==> src/hdl/lcr_regs_cfg.svh <==
// Offsets, field values, reset values and bit counts of the upper register bank
`ifndef LCR_REGS_CFG_SVH
`define LCR_REGS_CFG_SVH

// Register offsets in the serial map
`define LCR_ADDR_OFFSET 4'h9
`define LCR_ADDR_GAIN 4'hA
`define LCR_ADDR_SPARE_B 4'hB
`define LCR_ADDR_SPARE_C 4'hC
`define LCR_ADDR_KEY 4'hD
`define LCR_ADDR_SPARE_E 4'hE
`define LCR_ADDR_CHECKSUM 4'hF

// Reset values
`define LCR_RST_OFFSET 24'h000000
`define LCR_RST_GAIN 24'h800000
`define LCR_RST_SPARE_B 24'h900000
`define LCR_RST_SPARE_C 8'h50
`define LCR_RST_KEY 8'hA5
// Variant value of the 16-bit spare register; the value is arbitrary
`define LCR_RST_SPARE_E 16'h0001
`define LCR_RST_CHECKSUM 16'h0000

// Write key that opens the whole map
`define LCR_KEY_UNLOCK 8'hA5

// Command byte fields and codes
`define LCR_DEV_ADDR 2'h1
`define LCR_CMD_DEV_HI 7
`define LCR_CMD_DEV_LO 6
`define LCR_CMD_REG_HI 5
`define LCR_CMD_REG_LO 2
`define LCR_CMD_SREAD 2'h1
`define LCR_CMD_WRITE 2'h2
`define LCR_CMD_IREAD 2'h3

// Last bit index of each register width, and of the command byte
`define LCR_LAST_24 5'h17
`define LCR_LAST_16 5'h0F
`define LCR_LAST_8 5'h07

// Checksum engine: polynomial, seed and number of configuration bits covered
`define LCR_CRC_POLY 16'h8005
`define LCR_CRC_SEED 16'h0000
`define LCR_CFG_BITS 104
`define LCR_CFG_LAST 7'h67

`endif

==> src/hdl/lcr_regs_pkg.sv <==
// Types shared by the upper register bank logic
package lcr_regs_pkg;

   // Serial command phases
   typedef enum logic [1:0] {
      LCR_IDLE = 2'b00,
      LCR_CMD = 2'b01,
      LCR_WRITE = 2'b10,
      LCR_READ = 2'b11
   } lcr_spi_state_t;

   // Whole state of the register bank
   typedef struct packed {
      logic cs1;
      logic cs2;
      logic cs3;
      logic sck1;
      logic sck2;
      logic sck3;
      logic mosi1;
      logic mosi2;
      logic dm1;
      logic dm2;
      logic dm3;
      lcr_spi_state_t spiState;
      logic [1:0] cmdType;
      logic [3:0] regAddr;
      logic [4:0] bitCnt;
      logic [23:0] shiftIn;
      logic [23:0] shiftOut;
      logic misoBit;
      logic misoEn;
      logic [23:0] offsetTrim;
      logic [23:0] gainTrim;
      logic [23:0] spareWordB;
      logic [7:0] spareByteC;
      logic [7:0] writeKey;
      logic [15:0] spareHalfwordE;
      logic [15:0] mapChecksum;
      logic [15:0] crcAcc;
      logic [6:0] crcIdx;
      logic [15:0] refChecksum;
      logic refValid;
      logic checksumOk;
      logic [23:0] offsetApplied;
   } lcr_state_t;

endpackage

==> src/hdl/lcr_regs_top.sv <==
// Upper configuration register bank: calibration codes, spare words, write key, checksum
//
// Summary of operation
// RULE_01 - 24-bit signed offset code at 0x9, reset zero
// RULE_02 - 24-bit unsigned gain code at 0xA
// RULE_03 - Gain code resets to 800000, unity gain
// RULE_04 - Spare word 0xB resets 0x900000, host keeps it
// RULE_05 - Spare byte 0xC resets 0x50, host keeps it
// RULE_06 - Spare halfword 0xE resets to variant value
// RULE_07 - Key 0xA5, the default, opens every register
// RULE_08 - Unlocked: no checksum, checksum reads zero
// RULE_09 - Locked: only the key register is writable
// RULE_10 - Locked checksum advances only on modulator clock
// RULE_11 - Read-only 16-bit checksum at 0xF, reset zero
// RULE_12 - Commands obeyed only when address bits match
// RULE_13 - Offset code applied only when enable set
// RULE_14 - Checksum error flag low on mismatch, else high
// RULE_15 - Locked writes dropped silently, nothing else changes
// RULE_16 - Writing 0xA5 unlocks for following cycles
`timescale 1ns/1ps
`include "lcr_regs_cfg.svh"

module lcr_regs_top (
   // Clock and reset
   input wire logic clock,
   input wire logic reset,
   // Serial port pins
   input wire logic spiCsN,
   input wire logic spiSck,
   input wire logic spiMosi,
   output logic spiMisoOut,
   output logic spiMisoOe,
   // Modulator data clock pin, sampled as a level
   input wire logic modulatorDataClock,
   // Configuration bit from the main configuration register
   input wire logic offsetCorrectionEnable,
   // Calibration codes towards the datapath
   output logic [23:0] offsetCorrectionCode,
   output logic [23:0] gainCorrectionCode,
   // Status
   output logic mapLocked,
   output logic configChecksumErrorFlag
);
   import lcr_regs_pkg::*;

   // Power-on contents of every state field
   localparam lcr_state_t RESET_STATE = '{
      cs1: 1'b1, cs2: 1'b1, cs3: 1'b1,
      sck1: 1'b0, sck2: 1'b0, sck3: 1'b0,
      mosi1: 1'b0, mosi2: 1'b0,
      dm1: 1'b0, dm2: 1'b0, dm3: 1'b0,
      spiState: LCR_IDLE,
      cmdType: 2'h0,
      regAddr: 4'h0,
      bitCnt: 5'h00,
      shiftIn: 24'h000000,
      shiftOut: 24'h000000,
      misoBit: 1'b0,
      misoEn: 1'b0,
      offsetTrim: `LCR_RST_OFFSET,
      gainTrim: `LCR_RST_GAIN,
      spareWordB: `LCR_RST_SPARE_B,
      spareByteC: `LCR_RST_SPARE_C,
      writeKey: `LCR_RST_KEY,
      spareHalfwordE: `LCR_RST_SPARE_E,
      mapChecksum: `LCR_RST_CHECKSUM,
      crcAcc: `LCR_CRC_SEED,
      crcIdx: 7'h00,
      refChecksum: 16'h0000,
      refValid: 1'b0,
      checksumOk: 1'b1,
      offsetApplied: 24'h000000
   };

   lcr_state_t q; // Registered state
   lcr_state_t d; // Next state

   logic locked; // Key differs from the unlock code
   logic csFall; // Chip select just went active
   logic sckRise; // Serial clock rising edge, sample point
   logic sckFall; // Serial clock falling edge, launch point
   logic dmRise; // Modulator clock rising edge
   logic [4:0] lastIdx; // Last bit index of the current unit
   logic [23:0] newWord; // Shift register including the bit now sampled
   logic [7:0] statusByte; // Byte returned during the command byte
   logic [3:0] nextAddr; // Register after the current one
   logic [`LCR_CFG_BITS-1:0] cfgVec; // Bits covered by the checksum
   logic crcBit; // Configuration bit fed this step
   logic [15:0] crcNext; // Remainder after this step

   // Last bit index of a register by its offset; unmapped offsets act as bytes
   function automatic logic [4:0] lastBitOf(input logic [3:0] a);
      logic [4:0] r;
      r = `LCR_LAST_8;
      if (a == `LCR_ADDR_OFFSET || a == `LCR_ADDR_GAIN || a == `LCR_ADDR_SPARE_B) begin
         r = `LCR_LAST_24;
      end else if (a == `LCR_ADDR_SPARE_E || a == `LCR_ADDR_CHECKSUM) begin
         r = `LCR_LAST_16;
      end
      return r;
   endfunction

   // Read value of a register, placed at the top of the 24-bit shifter
   function automatic logic [23:0] readAligned(input lcr_state_t s, input logic [3:0] a);
      logic [23:0] r;
      r = 24'h000000;
      unique case (a)
         `LCR_ADDR_OFFSET: r = s.offsetTrim;
         `LCR_ADDR_GAIN: r = s.gainTrim;
         `LCR_ADDR_SPARE_B: r = s.spareWordB;
         `LCR_ADDR_SPARE_C: r = {s.spareByteC, 16'h0000};
         `LCR_ADDR_KEY: r = {s.writeKey, 16'h0000};
         `LCR_ADDR_SPARE_E: r = {s.spareHalfwordE, 8'h00};
         `LCR_ADDR_CHECKSUM: r = {s.mapChecksum, 8'h00};
         default: r = 24'h000000; // Lower map lives elsewhere, reads zero here
      endcase
      return r;
   endfunction

   // Serial checksum step
   lcr_crc16_step crcStep (
      .crcIn(q.crcAcc),
      .dataBit(crcBit),
      .crcOut(crcNext)
   );

   // Next-state logic for the serial port, the registers and the checksum engine
   always_comb begin
      d = q;
      // Pins pass two flip-flops before anything reads them
      d.cs1 = spiCsN;
      d.cs2 = q.cs1;
      d.cs3 = q.cs2;
      d.sck1 = spiSck;
      d.sck2 = q.sck1;
      d.sck3 = q.sck2;
      d.mosi1 = spiMosi;
      d.mosi2 = q.mosi1;
      d.dm1 = modulatorDataClock;
      d.dm2 = q.dm1;
      d.dm3 = q.dm2;

      locked = (q.writeKey != `LCR_KEY_UNLOCK); // RULE_07
      csFall = q.cs3 & ~q.cs2;
      sckRise = q.sck2 & ~q.sck3;
      sckFall = q.sck3 & ~q.sck2;
      dmRise = q.dm2 & ~q.dm3;
      lastIdx = (q.spiState == LCR_CMD) ? `LCR_LAST_8 : lastBitOf(q.regAddr);
      newWord = {q.shiftIn[22:0], q.mosi2}; // RULE_01 RULE_02
      statusByte = {3'b000, `LCR_DEV_ADDR, q.checksumOk, 2'b11};
      nextAddr = q.regAddr + 4'h1;
      cfgVec = {q.offsetTrim, q.gainTrim, q.spareWordB, q.spareByteC,
                q.writeKey, q.spareHalfwordE};
      crcBit = cfgVec[(`LCR_CFG_BITS - 1) - q.crcIdx];

      // Serial port
      if (q.cs2) begin
         // Deselected: release the data line and forget the transfer
         d.spiState = LCR_IDLE;
         d.misoEn = 1'b0;
         d.bitCnt = 5'h00;
      end else if (csFall) begin
         // Status byte leaves MSB first while the command byte comes in
         d.spiState = LCR_CMD;
         d.bitCnt = 5'h00;
         d.misoEn = 1'b1;
         d.misoBit = statusByte[7];
         d.shiftOut = {statusByte[6:0], 17'h00000};
      end else if (q.spiState != LCR_IDLE) begin
         if (sckFall) begin
            // Launch the next bit on the falling edge so it is steady at the rise
            d.misoBit = q.shiftOut[23];
            d.shiftOut = {q.shiftOut[22:0], 1'b0};
         end
         if (sckRise) begin
            d.shiftIn = newWord;
            d.bitCnt = q.bitCnt + 5'h01;
            if (q.bitCnt == lastIdx) begin
               d.bitCnt = 5'h00;
               unique case (q.spiState)
                  LCR_CMD: begin
                     d.regAddr = newWord[`LCR_CMD_REG_HI:`LCR_CMD_REG_LO];
                     d.cmdType = newWord[1:0];
                     if (newWord[`LCR_CMD_DEV_HI:`LCR_CMD_DEV_LO] != `LCR_DEV_ADDR) begin
                        // Another device is addressed: stay silent until deselect
                        d.spiState = LCR_IDLE; // RULE_12
                        d.misoEn = 1'b0;
                     end else if (newWord[1:0] == `LCR_CMD_WRITE) begin
                        d.spiState = LCR_WRITE;
                     end else if (newWord[1:0] == `LCR_CMD_SREAD ||
                                  newWord[1:0] == `LCR_CMD_IREAD) begin
                        d.spiState = LCR_READ;
                        d.shiftOut = readAligned(q, newWord[`LCR_CMD_REG_HI:`LCR_CMD_REG_LO]);
                     end else begin
                        // Fast commands belong to the conversion control logic
                        d.spiState = LCR_IDLE;
                        d.misoEn = 1'b0;
                     end
                  end
                  LCR_WRITE: begin
                     // Locked map: only the key may change, others are dropped quietly
                     if (!locked || q.regAddr == `LCR_ADDR_KEY) begin // RULE_09 RULE_15
                        unique case (q.regAddr)
                           `LCR_ADDR_OFFSET: d.offsetTrim = newWord; // RULE_01
                           `LCR_ADDR_GAIN: d.gainTrim = newWord; // RULE_02
                           `LCR_ADDR_SPARE_B: d.spareWordB = newWord; // RULE_04
                           `LCR_ADDR_SPARE_C: d.spareByteC = newWord[7:0]; // RULE_05
                           `LCR_ADDR_KEY: d.writeKey = newWord[7:0]; // RULE_16
                           `LCR_ADDR_SPARE_E: d.spareHalfwordE = newWord[15:0]; // RULE_06
                           default: d.regAddr = nextAddr; // Checksum and lower map ignored
                        endcase
                     end
                     d.regAddr = nextAddr;
                  end
                  LCR_READ: begin
                     // Static read repeats one register, incremental read walks on
                     if (q.cmdType == `LCR_CMD_IREAD) begin
                        d.regAddr = nextAddr;
                        d.shiftOut = readAligned(q, nextAddr);
                     end else begin
                        d.shiftOut = readAligned(q, q.regAddr);
                     end
                  end
                  default: d.spiState = LCR_IDLE;
               endcase
            end
         end
      end

      // Checksum engine
      if (!locked) begin
         // Unlocked: no computation, value reads zero, compare history forgotten
         d.mapChecksum = `LCR_RST_CHECKSUM; // RULE_08 RULE_16
         d.crcAcc = `LCR_CRC_SEED;
         d.crcIdx = 7'h00;
         d.refValid = 1'b0;
         d.checksumOk = 1'b1;
      end else if (dmRise) begin
         // One configuration bit per modulator clock rising edge; stopped clock holds all
         d.crcAcc = crcNext; // RULE_10
         d.crcIdx = q.crcIdx + 7'h01;
         if (q.crcIdx == `LCR_CFG_LAST) begin
            // Pass complete: publish and restart from the seed
            d.mapChecksum = crcNext; // RULE_11
            d.crcAcc = `LCR_CRC_SEED;
            d.crcIdx = 7'h00;
            d.refValid = 1'b1;
            if (!q.refValid) begin
               // First pass after locking becomes the reference
               d.refChecksum = crcNext;
            end else if (crcNext != q.refChecksum) begin
               // Contents changed under lock: a corrupted configuration bit
               d.checksumOk = 1'b0; // RULE_14
            end
         end
      end

      // Offset code reaches the datapath only while enabled
      d.offsetApplied = offsetCorrectionEnable ? q.offsetTrim : 24'h000000; // RULE_13
   end

   // State register; reset loads the power-on contents
   always_ff @(posedge clock or posedge reset) begin
      if (reset) begin
         q <= RESET_STATE; // RULE_01 RULE_03 RULE_04 RULE_05 RULE_06 RULE_07 RULE_11
      end else begin
         q <= d;
      end
   end

   // Outputs from flip-flops; mapLocked is decoded from the key register
   assign spiMisoOut = q.misoBit;
   assign spiMisoOe = q.misoEn;
   assign offsetCorrectionCode = q.offsetApplied;
   assign gainCorrectionCode = q.gainTrim; // RULE_03
   assign mapLocked = (q.writeKey != `LCR_KEY_UNLOCK);
   assign configChecksumErrorFlag = q.checksumOk; // RULE_14
endmodule

==> src/hdl/lcr_crc16_step.sv <==
// One serial step of the CRC-16 over the configuration bits
`timescale 1ns/1ps
`include "lcr_regs_cfg.svh"

module lcr_crc16_step (
   // Running remainder and next message bit
   input wire logic [15:0] crcIn,
   input wire logic dataBit,
   // Remainder after the bit
   output logic [15:0] crcOut
);
   logic feedback; // Top bit folded with the message bit

   // Shift left and fold the polynomial in when the feedback is set
   always_comb begin
      feedback = crcIn[15] ^ dataBit;
      crcOut = {crcIn[14:0], 1'b0} ^ (feedback ? `LCR_CRC_POLY : 16'h0000);
   end
endmodule

==> config.mk <==
export PLATFORM = sky130hd
export DESIGN_NAME = lcr_regs_top
export DESIGN_NICKNAME = d
export VERILOG_FILES = /design/src/hdl/lcr_regs_pkg.sv /design/src/hdl/lcr_regs_top.sv /design/src/hdl/lcr_crc16_step.sv
export VERILOG_INCLUDE_DIRS = /design/src /design/src/hdl
export SDC_FILE = /design/constraint.sdc
export NUM_CORES = 1
export LEC_CHECK = 0
export BUFFER_PORTS_ARGS = -buffer_cell sky130_fd_sc_hd__clkbuf_2
export CAP_MARGIN = 10
export CORE_AREA = 2 2 207 209
export DETAILED_ROUTE_END_ITERATION = 6
export DIE_AREA = 0 0 209 211
export SYNTH_ARGS = -nofsm -noshare
export SYNTH_HDL_FRONTEND = slang
export SYNTH_SLANG_ARGS = --single-unit
==> constraint.sdc <==
create_clock -name clock -period 9.3 [get_ports clock]
set_input_delay 1.86 -clock clock [delete_from_list [all_inputs] [get_ports clock]]
set_output_delay 1.86 -clock clock [all_outputs]
set_load 0.01 [all_outputs]
==> impl_metrics.toml <==
[yosys]
synthSimpleGateAreaFrac_pct = 10.1
synthArstFlopShare_pct = 100
synth_cell_types = 63
netlist_area_sq_mm = 0.0146
yosysTopAreaCell = "dfrtp_1"
yosysSeqAreaShare_pct = 44.5
yosys-top-cells-count = "dfrtp_1 (244), nand2_1 (132), a22oi_1 (129)"
yosys_warnings = 0
synthTopCellsByArea = "dfrtp_1 (42%), mux2_2 (7.7%), a22oi_1 (6.7%)"
synth_flop_cell = "dfrtp_1"
synth_xor_area_share_pct = 1.63
synth_most_common_cell = "dfrtp_1"
synth_top_area_share_pct = 42.0
synthMuxAreaShare_pct = 18.1
ys_ff_latch = 258
synthAdderAreaFrac_pct = 0.774
synth_area_per_cell_sq_um = 10.5
synth_edf_count = 0
synth_top_family_by_area = "compound AO/OA/AOI/OAI gates"
syn_inst = 1385
synth_compound_area_share_pct = 18.8
synth_nets = 1401

[sta]
maxSlewHeadroom_pct = 15.3
finalSetupTns_ps = 0
hold_viol = 0
worst_slew_pin_slew_ps = 1270
fin_skew_ps = 12.9
fin_crit_sh_pct = 45.1
setup_viol = 0
rsz0062_at_grt = "no"
layout_setup_ws_ps = 5110
clock.fmax_mhz = 238
drv_slew = 0
final.min_clock_period_ps = 4190

[placement]
portBuffers = 58
place_congestion = 0.976
place_ws_ps = 5220
hpwl_um = 33400

[global_routing]
grt_overflow = 0
antenna_found_initial = 2
track_usage_pct = 22.2
grt_pass1_wl_um = 75100
grt_pass1_vias = 11700
grt_max_degree = 136

[critical_path]
reg2reg_from = "q[240]"
crit_chain = "nand4b_1, nor4_2, buf_4, inv_1, clkbuf_2"
end_kind = "primary output"
critPathKind = "reg -> out"
critPathLaunchType = "register"
cp_max_fo = 25
slowest_stage = "dfstp_2"
worst_r2r_endpoint = "q[204]"
r2r_cells = 10
critPathArrivalTime_ps = 2330
rrSetupSlack_ps = 5120
cp.required_ps = 7440
cpPeakStageDelay_ps = 630

[clock_network]
clk_pin_slew_worst_paths_ps = 60
root_buffer = "clkbuf_16"
postCtsResizedCells = 0
hold_buffers = 0
cts_setup_buffers = 0
cts.sinks = 258
cts_max_level = 1
clockBufferDepth = 3
insertion_delay_ps = 560
cts_buffers = 29
cts_tree = "built"

[layout]
syn_to_final_growth_pct = 9.30
multi_input_area_sq_mm = 0.00725
finalNetCount = 1367
regArea_sq_mm = 0.00647
nFillCells = 4079
drive_above_1_share_pct = 21.3

[power_and_ir_drop]
internal-power_mw = 1.90
pwr-share-comb_pct = 10.7
peakVddDrop_uv = 166
p_clk_share_pct = 43.1
p_sw_share_pct = 26.7
power_mw = 2.60
power_leakage_nw = 6.67
power_density_mw_per_mm2 = 163
p_switching_uw = 693
p_seq_share_pct = 46.2

[routing]
drc = 40
wirelength_um = 49400
ant_nets = 0
vias_per_cell = 6.28
dr.pass1.iters = 7
drt_iter0_drc = 1579
vias = 12000
post_drt_wl_per_cell_um = 25.8

[floorplanning]
fp.dieH_um = 211
rows = 75
dieArea_sq_mm = 0.0441
start_util_pct = 34.8
die_w_um = 209
coreArea_sq_mm = 0.0418
ios = 59

[run_status]
violations = "DRC"
status = "complete, but fails checks"

[worst_hold_path]
hold_path_startpoint = "d[254]"
hold_path_class = "reg -> reg"
hold_end = "d[253]"
worstHoldPathCells = 0

[flow_run]
drv_cap = 0
## state kept, by name (all words and copies together), names as in the netlist
register and count:
gainCorrectionCode 24, offsetCorrectionCode 24, spiMisoOut 1, configChecksumErrorFlag 1, q 96, d 7
spiMisoOe 1, cfgVec 80, newWord 24
## metal layers
metal	up-vias	global-route usage [%]	wire length, um
li1	5070	-	-
met1	6037	29.5	19900
met2	714	34.8	22300
met5	-	0	0
met3	184	4.06	4520
met4	0	11.0	2600
## cells by family (layout without fill, tap and decap cells)
logic type / Yosys count / after routing
AO/OA/AOI/OAI: 408 / 408
AND/OR/NAND/NOR: 310 / 310
buffers and inverters: 168 / 155
XOR/XNOR: 24 / 24
adder cells (fa/ha/maj): 9 / 9
flip-flops: 258 / 258
other: 0 / 1
multiplexers: 208 / 208
## worst max-delay path by stage
stage               startpoint          end  depth (start not counted)
global route            q[240]       q[204]                         10
floorplan                reset  cfgVec[100]                          1
finish              cfgVec[23]    mapLocked                          5
global placement        q[240]       q[204]                         10
CTS                 cfgVec[23]    mapLocked                          5
detailed placement      q[240]       q[204]                         10
## final cells by class
cell class	instances	area share, %
multi-input cells	959	45.6
inverters	13	0.354
well taps	539	4.24
clock buffers	44	5.11
repair buffers	90	3.36
diodes	1	0.0157
clock inverters	8	0.621
flip-flops and latches	258	40.7
## per-stage QoR
stage / util [%] / cells / hold slack [ps] / instance area (sq um)
floorplan: - / 1385 / 331 / 14600
global placement: 35.9 / 1858 / 334 / 15000
detailed placement: 35.9 / 1858 / 335 / 15000
CTS: 38.1 / 1910 / 347 / 15900
global route: 38.1 / 1911 / 357 / 15900
finish: 38.1 / 1912 / 345 / 15900
## critical path, delay by kind of cell, from the launching register on
family	cells	cell delay, ps
buf+inv	3	750
flops	1	630
simple gates	2	370
## power groups by stage
stage,clock network [mW],registers [mW],logic [mW]
final,1.12,1.20,0.278
after global placement,0,1.22,0.273
after floorplan,0,1.18,0.232
after CTS,1.14,1.20,0.275
after global routing,1.19,1.20,0.300
after detailed placement,0,1.22,0.275
## layout by cell type, fill, tap and decap left out, drive strengths merged, types with 3 or more instances in the layout
cell type,instances
a21oi,70
a21o,3
a31o,3
a222oi,17
nand2,132
a22oi,129
o21ai,88
o32ai,3
a221oi,7
buf,32
clkbuf,102
o22ai,5
and2,29
nor2,49
nand2b,10
mux4,29
xor2,9
nor4,3
clkinv,3
inv,14
nor2b,16
xnor2,13
nand3,19
a2111oi,3
dfrtp,244
mux2,150
nor3b,3
a22o,18
dfstp,14
ha,9
nand4,8
nor3,21
a31oi,42
and3,7
o22a,4
mux2i,29
or3,5
Power figures use the tool's default switching activity.
